<file path="src/nsc_pkg.sv">
/*
  Shared constants of the negate, stack, call and return execution slice:
  instruction patterns, flag positions, reset values and sizes.
  Assumes a 16-bit instruction word and a 21-bit byte program counter.
*/
package nsc_pkg;
  // Sizes
  localparam int PC_W = 21;
  localparam int ADDR_W = 12;
  localparam int STK_DEPTH = 31;
  localparam int STK_PTR_W = 5;
  // Instruction patterns
  localparam logic [6:0] NEG_OPC = 7'h36;      // 0110 110a
  localparam logic [4:0] RELATIVE_CALL_OP_OPC = 5'h1b;    // 1101 1nnn
  localparam logic [7:0] LITERAL_RETURN_OP_OPC = 8'h0c;    // 0000 1100
  localparam logic [14:0] INTERRUPT_RETURN_OP_OPC = 15'h0008; // 0000 0000 0001 000s
  localparam logic [14:0] RETURN_OPC = 15'h0009; // 0000 0000 0001 001s
  localparam logic [15:0] POP_CODE = 16'h0006;
  localparam logic [15:0] PUSH_CODE = 16'h0005;
  localparam logic [15:0] RESET_CODE = 16'h00ff;
  localparam logic [15:0] NOP_CODE = 16'h0000;
  localparam logic [3:0] NOP_HI = 4'hf;
  // Addressing
  localparam logic [7:0] IDX_LIMIT = 8'h5f;    // Indexed when f <= 95
  localparam logic [7:0] ACC_SPLIT = 8'h60;    // Access bank low/high split
  localparam logic [3:0] ACC_HI_BANK = 4'hf;
  // Flag positions in the flags register
  localparam int FL_C = 0;
  localparam int FL_DC = 1;
  localparam int FL_Z = 2;
  localparam int FL_OV = 3;
  localparam int FL_N = 4;
  // Reset values
  localparam logic [PC_W-1:0] PC_RST = 21'h000000;
  localparam logic [7:0] W_RST = 8'h00;
  localparam logic [4:0] FLAGS_RST = 5'h00;
  localparam logic [7:0] BSR_RST = 8'h00;
  // Four quarter-cycles per instruction cycle
  localparam logic [1:0] Q1 = 2'h0;
  localparam logic [1:0] Q2 = 2'h1;
  localparam logic [1:0] Q3 = 2'h2;
  localparam logic [1:0] Q4 = 2'h3;
  // Execution states
  typedef enum logic [0:0] {
    NSC_RUN = 1'b0,
    NSC_FLUSH = 1'b1
  } nsc_state_t;
endpackage

</file>
<file path="src/nsc_stk_if.sv">
/*
  Carrier between the execution slice and its return stack memory.
  Assumes both sides share one clock.
*/
interface nsc_stk_if;
  logic wr_en;                               // Write strobe
  logic [nsc_pkg::STK_PTR_W-1:0] wr_addr;    // Write entry
  logic [nsc_pkg::PC_W-1:0] wr_data;         // Return address to store
  logic [nsc_pkg::STK_PTR_W-1:0] rd_addr;    // Entry to read
  logic [nsc_pkg::PC_W-1:0] rd_data;         // Registered read data
  modport core (output wr_en, wr_addr, wr_data, rd_addr, input rd_data);
  modport mem (input wr_en, wr_addr, wr_data, rd_addr, output rd_data);
endinterface

</file>
<file path="src/nsc_stack_mem.sv">
/*
  Return stack storage: one write port, one registered read port.
  Assumes the core keeps addresses below DEPTH.
*/
module nsc_stack_mem #(
  parameter int DEPTH = nsc_pkg::STK_DEPTH
) (
  input wire logic clk,
  nsc_stk_if.mem stk
);
  // Storage entries
  logic [nsc_pkg::PC_W-1:0] mem_r [DEPTH];
  // Read data comes from a register
  logic [nsc_pkg::PC_W-1:0] rd_r;
  logic [nsc_pkg::PC_W-1:0] rd_nxt;

  // Pick the addressed entry
  always_comb
  begin
    rd_nxt = mem_r[stk.rd_addr];
  end

  // Store writes and register the read
  always_ff @(posedge clk)
  begin
    if (stk.wr_en)
    begin
      mem_r[stk.wr_addr] <= stk.wr_data;
    end
    rd_r <= rd_nxt;
  end

  assign stk.rd_data = rd_r;
endmodule

</file>
<file path="src/nsc_exec.sv">
/*
  Execution slice for negate-file, no-op and return stack instructions,
  run over four quarter-cycles per instruction cycle.
  Assumes the fetch stage offers a word at Q1 and follows pc_r, and that
  data memory answers a read in the same clock in which mem_rd_r is high.
*/
module nsc_exec #(
  parameter int STK_DEPTH = nsc_pkg::STK_DEPTH
) (
  input wire logic clk,
  input wire logic sys_rst,
  input wire logic instr_valid,
  input wire logic [15:0] instr,
  input wire logic ext_set_en,
  input wire logic [nsc_pkg::ADDR_W-1:0] fsr2_base,
  input wire logic irq_prio_en,
  input wire logic isr_low_level,
  input wire logic shadow_load,
  input wire logic [7:0] mem_rd_data,
  output logic [1:0] q_phase_r,
  output logic [nsc_pkg::PC_W-1:0] pc_r,
  output logic [7:0] w_r,
  output logic [4:0] flags_r,
  output logic [7:0] bank_select_register_r,
  output logic global_irq_enable_high_r,
  output logic peripheral_irq_enable_low_r,
  output logic [nsc_pkg::ADDR_W-1:0] mem_addr_r,
  output logic mem_rd_r,
  output logic mem_wr_r,
  output logic [7:0] mem_wdata_r,
  output logic flush_r,
  output logic soft_reset_r
);
  // Refuse a stack that the pointer cannot count
  if (STK_DEPTH < 2 || STK_DEPTH >= (1 << nsc_pkg::STK_PTR_W))
  begin : g_chk
    $error("nsc_exec: STK_DEPTH out of range");
  end

  nsc_stk_if stk ();

  nsc_stack_mem #(.DEPTH(STK_DEPTH)) u_stk (
    .clk(clk),
    .stk(stk)
  );

  // Registers without an output port
  nsc_pkg::nsc_state_t state_r, state_nxt;
  logic [15:0] ir_r, ir_nxt;                 // Instruction in execution
  logic ir_vld_r, ir_vld_nxt;                // Word is a real fetch
  logic [nsc_pkg::STK_PTR_W-1:0] ptr_r, ptr_nxt; // Entries in use
  logic [7:0] accumulator_shadow_r, ws_nxt;
  logic [4:0] flags_shadow_r, fs_nxt;
  logic [7:0] bank_select_shadow_r, bs_nxt;
  // Next values of output registers
  logic [1:0] q_nxt;
  logic [nsc_pkg::PC_W-1:0] pc_nxt;
  logic [7:0] w_nxt, bsr_nxt, wdata_nxt;
  logic [4:0] flags_nxt;
  logic gieh_nxt, giel_nxt, rd_nxt, wr_nxt, flush_nxt, srst_nxt;
  logic [nsc_pkg::ADDR_W-1:0] addr_nxt;
  // Decode of the word in execution
  logic is_neg, is_nop, is_pop, is_push, is_reset;
  logic is_rfie, is_ret, is_literal_return_op, is_relative_call_op;
  logic [7:0] fa, neg_val;
  logic [nsc_pkg::PC_W-1:0] pc_inc, rel_off;

  // Instruction decode and derived values
  always_comb
  begin
    is_neg = ir_r[15:9] == nsc_pkg::NEG_OPC;
    is_nop = ir_r == nsc_pkg::NOP_CODE || ir_r[15:12] == nsc_pkg::NOP_HI;
    is_pop = ir_r == nsc_pkg::POP_CODE;
    is_push = ir_r == nsc_pkg::PUSH_CODE;
    is_reset = ir_r == nsc_pkg::RESET_CODE;
    is_rfie = ir_r[15:1] == nsc_pkg::INTERRUPT_RETURN_OP_OPC;
    is_ret = ir_r[15:1] == nsc_pkg::RETURN_OPC;
    is_literal_return_op = ir_r[15:8] == nsc_pkg::LITERAL_RETURN_OP_OPC;
    is_relative_call_op = ir_r[15:11] == nsc_pkg::RELATIVE_CALL_OP_OPC;
    fa = ir_r[7:0];
    neg_val = 8'h00 - mem_rd_data;
    pc_inc = pc_r + 21'h000002;
    rel_off = {{9{ir_r[10]}}, ir_r[10:0], 1'b0};        // 2n, sign kept
  end

  // Stack port: read the top entry, write at the free entry
  always_comb
  begin
    stk.rd_addr = ptr_r - 5'h01;
    stk.wr_addr = ptr_r;
    stk.wr_data = pc_inc;
    stk.wr_en = q_phase_r == nsc_pkg::Q2 && ir_vld_r &&
      (is_push || is_relative_call_op) &&
      ptr_r < nsc_pkg::STK_PTR_W'(STK_DEPTH);
  end

  // Next state of the whole execution slice
  always_comb
  begin
    q_nxt = q_phase_r + 2'h1;
    state_nxt = state_r;
    ir_nxt = ir_r;
    ir_vld_nxt = ir_vld_r;
    ptr_nxt = ptr_r;
    ws_nxt = accumulator_shadow_r;
    fs_nxt = flags_shadow_r;
    bs_nxt = bank_select_shadow_r;
    pc_nxt = pc_r;
    w_nxt = w_r;
    flags_nxt = flags_r;
    bsr_nxt = bank_select_register_r;
    gieh_nxt = global_irq_enable_high_r;
    giel_nxt = peripheral_irq_enable_low_r;
    addr_nxt = mem_addr_r;
    rd_nxt = 1'b0;
    wr_nxt = 1'b0;
    wdata_nxt = mem_wdata_r;
    flush_nxt = 1'b0;
    srst_nxt = 1'b0;
    // Shadow copies taken on interrupt entry
    if (shadow_load)
    begin
      ws_nxt = w_r;
      fs_nxt = flags_r;
      bs_nxt = bank_select_register_r;
    end
    case (q_phase_r)
      nsc_pkg::Q1:
      begin
        // Take the fetched word, or a dead cycle after a transfer
        if (state_r == nsc_pkg::NSC_FLUSH)
        begin
          ir_nxt = nsc_pkg::NOP_CODE;
          ir_vld_nxt = 1'b0;
          flush_nxt = 1'b1;
          state_nxt = nsc_pkg::NSC_RUN;
        end
        else
        begin
          ir_nxt = instr_valid ? instr : nsc_pkg::NOP_CODE;
          ir_vld_nxt = instr_valid;
        end
      end
      nsc_pkg::Q2:
      begin
        if (ir_vld_r && is_neg)
        begin
          // Effective address of the file operand
          rd_nxt = 1'b1;
          if (ir_r[8])
            addr_nxt = {bank_select_register_r[3:0], fa};
          else if (ext_set_en && fa <= nsc_pkg::IDX_LIMIT)
            addr_nxt = fsr2_base + {4'h0, fa};
          else if (fa < nsc_pkg::ACC_SPLIT)
            addr_nxt = {4'h0, fa};
          else
            addr_nxt = {nsc_pkg::ACC_HI_BANK, fa};
        end
        else if (ir_vld_r && (is_push || is_relative_call_op))
        begin
          // Save pc+2; the write strobe rides on stk.wr_en
          if (stk.wr_en)
            ptr_nxt = ptr_r + 5'h01;
        end
        else if (ir_vld_r && is_reset)
        begin
          // Restart at PC_RST with pc, w, flags, bank, enables, shadows and pointer at reset values
          srst_nxt = 1'b1;
          state_nxt = nsc_pkg::NSC_RUN;
          ir_vld_nxt = 1'b0;
          ptr_nxt = '0;
          pc_nxt = nsc_pkg::PC_RST;
          w_nxt = nsc_pkg::W_RST;
          flags_nxt = nsc_pkg::FLAGS_RST;
          bsr_nxt = nsc_pkg::BSR_RST;
          gieh_nxt = 1'b0;
          giel_nxt = 1'b0;
          ws_nxt = nsc_pkg::W_RST;
          fs_nxt = nsc_pkg::FLAGS_RST;
          bs_nxt = nsc_pkg::BSR_RST;
        end
      end
      nsc_pkg::Q3:
      begin
        if (ir_vld_r && is_neg)
        begin
          // Write the negated byte back and update flags
          wr_nxt = 1'b1;
          wdata_nxt = neg_val;
          flags_nxt[nsc_pkg::FL_N] = neg_val[7];
          flags_nxt[nsc_pkg::FL_Z] = neg_val == 8'h00;
          flags_nxt[nsc_pkg::FL_C] = mem_rd_data == 8'h00;
          flags_nxt[nsc_pkg::FL_DC] = mem_rd_data[3:0] == 4'h0;
          flags_nxt[nsc_pkg::FL_OV] = mem_rd_data == 8'h80;
        end
      end
      nsc_pkg::Q4:
      begin
        if (!ir_vld_r || is_nop)
        begin
          // No-op or dead cycle: only a real word advances pc
          if (ir_vld_r)
            pc_nxt = pc_inc;
        end
        else if (is_relative_call_op)
        begin
          pc_nxt = pc_inc + rel_off;
          state_nxt = nsc_pkg::NSC_FLUSH;
        end
        else if (is_pop)
        begin
          if (ptr_r != '0)
            ptr_nxt = ptr_r - 5'h01;
          pc_nxt = pc_inc;
        end
        else if (is_rfie || is_ret || is_literal_return_op)
        begin
          // Pop the return address into pc
          pc_nxt = stk.rd_data;
          if (ptr_r != '0)
            ptr_nxt = ptr_r - 5'h01;
          state_nxt = nsc_pkg::NSC_FLUSH;
          if (is_literal_return_op)
            w_nxt = fa;
          if ((is_rfie || is_ret) && ir_r[0])
          begin
            w_nxt = accumulator_shadow_r;
            flags_nxt = flags_shadow_r;
            bsr_nxt = bank_select_shadow_r;
          end
          if (is_rfie)
          begin
            if (irq_prio_en && isr_low_level)
              giel_nxt = 1'b1;
            else
              gieh_nxt = 1'b1;
          end
        end
        else
        begin
          pc_nxt = pc_inc;
        end
      end
      default:
      begin
        q_nxt = nsc_pkg::Q1;
      end
    endcase
  end

  // Register every piece of state
  always_ff @(posedge clk)
  begin
    if (sys_rst)
    begin
      q_phase_r <= nsc_pkg::Q1;
      state_r <= nsc_pkg::NSC_RUN;
      ir_r <= nsc_pkg::NOP_CODE;
      ir_vld_r <= 1'b0;
      ptr_r <= '0;
      accumulator_shadow_r <= nsc_pkg::W_RST;
      flags_shadow_r <= nsc_pkg::FLAGS_RST;
      bank_select_shadow_r <= nsc_pkg::BSR_RST;
      pc_r <= nsc_pkg::PC_RST;
      w_r <= nsc_pkg::W_RST;
      flags_r <= nsc_pkg::FLAGS_RST;
      bank_select_register_r <= nsc_pkg::BSR_RST;
      global_irq_enable_high_r <= 1'b0;
      peripheral_irq_enable_low_r <= 1'b0;
      mem_addr_r <= '0;
      mem_rd_r <= 1'b0;
      mem_wr_r <= 1'b0;
      mem_wdata_r <= 8'h00;
      flush_r <= 1'b0;
      soft_reset_r <= 1'b0;
    end
    else
    begin
      q_phase_r <= q_nxt;
      state_r <= state_nxt;
      ir_r <= ir_nxt;
      ir_vld_r <= ir_vld_nxt;
      ptr_r <= ptr_nxt;
      accumulator_shadow_r <= ws_nxt;
      flags_shadow_r <= fs_nxt;
      bank_select_shadow_r <= bs_nxt;
      pc_r <= pc_nxt;
      w_r <= w_nxt;
      flags_r <= flags_nxt;
      bank_select_register_r <= bsr_nxt;
      global_irq_enable_high_r <= gieh_nxt;
      peripheral_irq_enable_low_r <= giel_nxt;
      mem_addr_r <= addr_nxt;
      mem_rd_r <= rd_nxt;
      mem_wr_r <= wr_nxt;
      mem_wdata_r <= wdata_nxt;
      flush_r <= flush_nxt;
      soft_reset_r <= srst_nxt;
    end
  end
endmodule

</file>
<file path="config.mk">
export PLATFORM = sky130hd
export DESIGN_NAME = nsc_exec
export DESIGN_NICKNAME = d
export VERILOG_FILES = /design/src/nsc_pkg.sv /design/src/nsc_stk_if.sv /design/src/nsc_stack_mem.sv /design/src/nsc_exec.sv
export SDC_FILE = /design/constraint.sdc
export NUM_CORES = 1
export LEC_CHECK = 0
export BUFFER_PORTS_ARGS = -buffer_cell sky130_fd_sc_hd__buf_2
export CAP_MARGIN = 30
export CORE_MARGIN = 1
export CORE_UTILIZATION = 35
export DETAILED_ROUTE_END_ITERATION = 10
export GPL_TIMING_DRIVEN = 1
export HOLD_SLACK_MARGIN = 0.02
export PLACE_DENSITY = 0.61
export SYNTH_ARGS = -nofsm -noshare
export SYNTH_HDL_FRONTEND = slang
export SYNTH_SLANG_ARGS = --single-unit
export TNS_END_PERCENT = 30
</file>
<file path="constraint.sdc">
create_clock -name clk -period 5.6 [get_ports clk]
set_input_delay 0.28 -clock clk [delete_from_list [all_inputs] [get_ports clk]]
set_output_delay 0.28 -clock clk [all_outputs]
set_load 0.03 [all_outputs]
</file>
==> results of run 1 <==
[flip-flops by register name, summed over array words and instances (netlist names), 8 cells and up]
name and count:
accumulator_shadow_r 8, bank_select_register_r 8, bank_select_shadow_r 8, ir_r 16
mem_addr_r 12, mem_wdata_r 8, pc_r 21, u_stk.mem_r 651
u_stk.stk.rd_data 21, w_r 8
[cell families (layout without fill, tap and decap cells)]
family	count (synthesis)	after routing	synth area share, %
DFF	786	786	68.6
and+or+nand+nor	420	420	6.12
muxes	265	265	15.6
AOI/OAI and AO/OA	257	257	5.11
buffers and inverters	133	384	1.62
xor gates and xnor gates	46	46	1.24
adders and majority gates	44	44	1.74
other	0	2	0
[final cells by class]
class / count / area (sq um)
fill: 8080 / 53800
tap: 1186 / 1480
sequential: 786 / 22300
clock buffer: 112 / 2280
inverter: 34 / 128
timing repair buffer: 202 / 1370
multi-input combinational: 1032 / 9900
clock inverter: 36 / 433
antenna: 2 / 5.00
[cells in the final DEF, fill, tap and decap left out, drive strengths merged, types with 6 or more instances in the layout]
cell,count
a211oi,12
a21o,15
a21oi,94
a22o,11
a22oi,7
a31oi,12
and2,7
and3,6
buf,181
bufinv,6
clkbuf,112
clkinv,24
dfxtp,135
dlygate4sd3,21
edfxtp,651
ha,42
inv,37
mux2,21
mux2i,55
mux4,189
nand2,81
nand2b,9
nand3,27
nand4,11
nor2,182
nor2b,26
nor3,25
nor4,8
o21ai,39
o22ai,6
o31ai,9
or3,10
or4,6
xnor2,29
xor2,17
[worst max-delay path: stages, from the launching register on]
cell	delay, ns
dfxtp_1	0.43
ha_1	0.29
nand3_1	0.28
nor4_1	0.55
xnor2_2	0.17
buf_4	0.35
ha_1	0.40
a21oi_1	0.23
nand3_1	0.10
a311oi_1	0.38
nor3_1	0.14
or4_1	0.51
nand3_1	0.10
a31oi_1	0.07
[worst paths after layout]
check / start / end / slack (ns) / cells after the start
hold reg to reg: mem_addr_r[1]$_SDFFE_PP0P_ / mem_addr_r[1]$_SDFFE_PP0P_ / 0.46 / 2
setup reg to reg: pc_r[1]$_SDFFE_PP0P_ / pc_r[20]$_SDFFE_PP0P_ / 1.48 / 13
setup / recovery: pc_r[1]$_SDFFE_PP0P_ / pc_r[20]$_SDFFE_PP0P_ / 1.48 / 13
hold / removal: fsr2_base[10] / mem_addr_r[10]$_SDFFE_PP0P_ / 0.07 / 4
[power by group through the flow]
stage                     combinational, W  sequential, W  clock, W
after floorplan                   0.000494        0.00646         0
after global placement            0.000705        0.00652         0
after detailed placement          0.000719        0.00652         0
after CTS                         0.000733        0.00639   0.00552
after global routing              0.000778        0.00639   0.00574
final                             0.000728        0.00640   0.00544
[per-layer routing]
metal | wire length, um | part of all wire, %
met1 | 37200 | 43
met2 | 41300 | 48
met3 | 5110 | 5.9
met4 | 2430 | 2.8
met5 | 0 | 0
[through the flow]
step	total power (W)	cell area (sq um)	utilization, %
6_report	0.0126	37800	41.3
5_1_grt	0.0129	37800	41.3
4_1_cts	0.0126	37800	41.3
3_5_place_dp	0.00724	34900	38.1
3_3_place_gp	0.00722	34900	38.0
2_1_floorplan	0.00695	32400	-
[timing repair]
| action | 4_1_cts | 5_1_grt |
|---|---|---|
| hold endpoints to repair | 20 | 0 |
| hold buffers | 21 | 0 |
| gates resized for setup | 0 | 0 |
==> results.yml, run 1 <==
clocking:
  clk_latency_ns: 0.65
  clockBufferDepth: 3
  postCtsSetupBuffers: 0
  cts_tree: "yes"
  cts.sinks: 786
  cts_root_buf: "clkbuf_16"
  cts.htree.levels: 3
  path_clk_slew_ns: 0.06
  cts_buffers: 81
global_routing:
  grt.met2_usage_pct: 29.8
  antenna_found_initial: 1
  met1_usage_pct: 25.4
  grtUsageTotal_pct: 18.3
  grt-busiest-layer: "met2"
  grt_pass1_wl_mm: 126
  grt_max_degree: 106
  grt_pass1_vias: 18527
  grt_overflow: 0
  grt_use_met3_pct: 2.56
drt:
  wl_per_cell_um: 25.4
  antenna_left: 0
  first_pass_iters: 6
  routed_wl_mm: 86.0
  initialDrtViolationCount: 2042
  vias: 18726
  via_per_inst: 5.52
  drc: 0
floorplanning:
  initial_core_util_pct: 35.4
  die_w_um: 306
  die_height_um: 306
  placementRows: 111
  dieArea_sq_um: 93900
  fp.coreArea_sq_um: 91700
  ios: 113
setup_path:
  end_kind: "flop"
  cp-start-kind: "flop"
  crit_arrival_ns: 4.62
  critPathKind: "flop to flop"
  path_max_fanout: 33
  crit_required_ns: 6.11
sta:
  worst_pin_slew_ns: 0.991
  period_needed_ns: 4.12
  fin_ws_ns: 1.48
  timing.setup.tns_ns: 0
  hold_viol_final: 0
  fin_crit_sh_pct: 73.5
  slew_headroom_pct: 33.9
  holdWs_ns: 0.0688
  slew_violations: 0
  max_freq_mhz: 243
  rsz0062_at_grt: "false"
  finClkSkew_ns: 0.0350
  finalSetupViolCount: 0
yosys:
  synth_top_area_cell: "edfxtp_1"
  syn_nets: 2038
  yosys_warnings: 0
  avgSynthCellArea_sq_um: 16.6
  synth.top_cell.area_share_pct: 60.3
  synth_seq_cells: 786
  synth-edff-count: 651
  ys.flop_type: "edfxtp_1"
  synth-async-reset-ratio_pct: 0
  synth.top_cells.by_count: "edfxtp_1 (651), mux4_2 (189), nor2_1 (181), dfxtp_1 (135), a21oi_1 (93)"
  ys_top_cells_by_area: "edfxtp_1 (60%), mux4_2 (13%), dfxtp_1 (8.3%)"
  synth_area_sq_um: 32400
  post-synth-top-count-cell: "edfxtp_1"
  syn_inst: 1951
  yosysSeqAreaShare_pct: 68.6
  ys_types: 75
pwr:
  p_sw_w: 0.00280
  p_int_w: 0.00976
  seqPwrFrac_pct: 50.9
  powerDensity_nw_per_um2: 332
  p_leak_nw: 12.6
  vdd.ir_drop.worst_mv: 0.216
  clkPwrFrac_pct: 43.3
  comb_power_share_pct: 5.8
  sw_frac_of_total_pct: 22.3
job:
  maxCapViolations: 0
layout:
  layout-drive-gt1-share_pct: 26.6
  layoutNonFillerInstCount: 3390
  nNetsFinal: 2224
  syn2layout_area_growth_pct: 16.7
placement:
  io_buffer_count: 112
  dpl.hpwl_mm: 51.8
  post-place-ws_ns: 1.51
  gp_congestion: 0.861
  dp_cells: 3218
outcome:
  outcome: "finished, final reports clean"
hold_path:
  worstHoldPathType: "input pin to flop"
Power figures use the tool's default switching activity.
==> inputs of run 2 (changes only) <==
==> constraint.sdc (replaced) <==
create_clock -name clk -period 3.98 [get_ports clk]
set_input_delay 0.199 -clock clk [delete_from_list [all_inputs] [get_ports clk]]
set_output_delay 0.199 -clock clk [all_outputs]
set_load 0.03 [all_outputs]
==> run 2 against run 1 <==
  * Core utilization increased by 0.63 points
  * Sequential power up 39%
  * Die area did not move
  * Global-route usage fell by 1.1 points
  * Routed wire length shrank 5.5%
  * Final cell count increased by 1.8%
  * Critical path depth unchanged
  * First-iteration DRC count fell by 11%
  * Via count is 1.0% lower
  * Power is 41% higher
  * Critical path type unchanged
  * Highest routed layer unchanged
==> results.yml, run 2 (same netlist as run 1, synthesis figures left out) <==
hold_path:
  hold-path-endpoint: "mem_addr_r[11]$_SDFFE_PP0P_"
  min_from: "fsr2_base[11]"
  worstHoldPathType: "input pin to flop"
  hold_path_depth: 5
setup_path:
  r2r_slack_ns: 0.27
  critPathMaxStageDelay_ns: 0.55
  crit_required_ns: 4.51
  path_cells: "ha_1, nand3_1, inv_1, nand3_1, xnor2_4, ha_1, nor3b_1, a211oi_1, a21boi_0, nor4b_1, o41ai_1, a21oi_1, a21o_1"
  rr_worst_depth: 13
  crit_arrival_ns: 4.24
  reg2reg_to: "pc_r[15]$_SDFFE_PP0P_"
  critPathKind: "flop to flop"
  crit_path_top_delay_cell: "nor3b_1"
  cp-start-kind: "flop"
  reg2reg_from: "pc_r[2]$_SDFFE_PP0P_"
  end_kind: "flop"
  path_max_fanout: 6
clocking:
  cts_root_buf: "clkbuf_16"
  cts.sinks: 786
  path_clk_slew_ns: 0.06
  clk_latency_ns: 0.65
  cts_tree: "yes"
  clockBufferDepth: 3
  cts.htree.levels: 3
  postCtsSetupBuffers: 0
  cts_buffers: 82
sta:
  max_freq_mhz: 270
  slew_headroom_pct: 29.5
  period_needed_ns: 3.71
  fin_crit_sh_pct: 93.2
  rsz0062_at_grt: "false"
  worst_pin_slew_ns: 1.06
  slew_violations: 0
  hold_viol_final: 0
  timing.setup.tns_ns: 0
  holdWs_ns: 0.0462
  finClkSkew_ns: 0.0271
  finalSetupViolCount: 0
pwr:
  p_leak_nw: 12.9
  powerDensity_nw_per_um2: 460
  vdd.ir_drop.worst_mv: 0.321
global_routing:
  grt.met2_usage_pct: 28.1
  grt-busiest-layer: "met2"
  grt_overflow: 0
  grt_pass1_vias: 18786
  antenna_found_initial: 2
  grt_use_met3_pct: 2.74
  met1_usage_pct: 23.4
  grt_max_degree: 118
  grtUsageTotal_pct: 17.2
  grt_pass1_wl_mm: 121
layout:
  n_antenna_cell: 0
  largest_reg_flops: 651
  regMostFlops: "u_stk.mem_r"
  layout-drive-gt1-share_pct: 27.7
  layout_commonest_cell: "edfxtp_1"
  syn2layout_area_growth_pct: 18.5
  layoutNonFillerInstCount: 3450
  design_area_sq_um: 38400
  nNetsFinal: 2282
  layout_common_cells: "edfxtp_1 (651), mux4_2 (189), nor2_1 (150), dfxtp_1 (134), buf_2 (112)"
drt:
  wl_per_cell_um: 23.6
  initialDrtViolationCount: 1808
  drc: 0
  via_per_inst: 5.37
  first_pass_iters: 5
  vias: 18532
  antenna_left: 0
  routed_wl_mm: 81.3
floorplanning:
  fp.coreArea_sq_um: 91700
  initial_core_util_pct: 35.4
  placementRows: 111
  ios: 113
  dieArea_sq_um: 93900
  die_height_um: 306
  die_w_um: 306
outcome:
  outcome: "finished, final reports clean"
placement:
  dp_cells: 3264
  gp_congestion: 0.873
  dpl.hpwl_mm: 53.6
  io_buffer_count: 112
  placed_cell_area_sq_um: 35400
job:
  maxCapViolations: 0
run 2: changes by cell type in the layout (fill, tap and decap cells not counted), sizes merged:
cell / before / now
dlygate4sd3: 21 / 33
clkbuf: 112 / 102
clkinv: 24 / 36
diode: 2 / 0
inv: 37 / 39
bufinv: 6 / 7
buf: 181 / 226
run 2: routing by layer:
| layer | routed length [um] | up-vias |
|---|---|---|
| li1 | - | 8228 |
| met1 | 35100 | 9549 |
| met2 | 38800 | 617 |
| met3 | 4840 | 138 |
| met4 | 2520 | 0 |
| met5 | 0 | - |
run 2: worst max-delay path by stage:
stage                          from                    end  slack, ns  depth (start not counted)
2_1_floorplan  pc_r[1]$_SDFFE_PP0P_  pc_r[20]$_SDFFE_PP0P_      -0.02                         13
3_3_place_gp   pc_r[2]$_SDFFE_PP0P_  pc_r[20]$_SDFFE_PP0P_       0.34                         13
3_5_place_dp   pc_r[2]$_SDFFE_PP0P_  pc_r[20]$_SDFFE_PP0P_       0.23                         13
4_1_cts        pc_r[2]$_SDFFE_PP0P_  pc_r[20]$_SDFFE_PP0P_       0.19                         13
5_1_grt        pc_r[3]$_SDFFE_PP0P_  pc_r[15]$_SDFFE_PP0P_       0.03                         13
6_report       pc_r[2]$_SDFFE_PP0P_  pc_r[15]$_SDFFE_PP0P_       0.27                         13
run 2: what timing repair did:
| item | CTS | global route |
|---|---|---|
| hold buffers | 33 | 0 |
| resized for setup | 0 | 2 |
| setup endpoints to repair | 0 | 3 |
| hold endpoints to repair | 34 | 0 |
run 2: power breakdown:
group | internal [W] | switching (W) | total (W)
combinational | 0.000457 | 0.000624 | 0.00108
clock | 0.00440 | 0.00327 | 0.00768
sequential | 0.00886 | 0.0000615 | 0.00892
run 2: final cells by class:
type,count,area (sq um)
clock buffers,102,2180
clock inverters,51,541
fillers,8124,53200
inverters,34,128
multi-input cells,1032,9930
flip-flops and latches,786,22300
well taps,1186,1480
repair buffers,259,1900
run 2: critical path: cells and delay by family (launching register included):
family                   cells  cell delay, ns
AO/OA/AOI/OAI                5            1.26
XOR/XNOR                     1            0.19
adder cells (fa/ha/maj)      2            0.42
buffers and inverters        1            0.17
flip-flops                   1            0.42
AND/OR/NAND/NOR              4            1.13
run 2: metrics by stage:
| stage | setup slack, ns | utilization, % | total power (W) |
|---|---|---|---|
| 3_5_place_dp | 0.225 | 38.6 | 0.0102 |
| 5_1_grt | 0.0260 | 41.9 | 0.0182 |
| 4_1_cts | 0.185 | 41.9 | 0.0179 |
| 2_1_floorplan | -0.0217 | - | 0.00978 |
| 3_3_place_gp | 0.337 | 38.5 | 0.0101 |
| 6_report | 0.272 | 41.9 | 0.0177 |
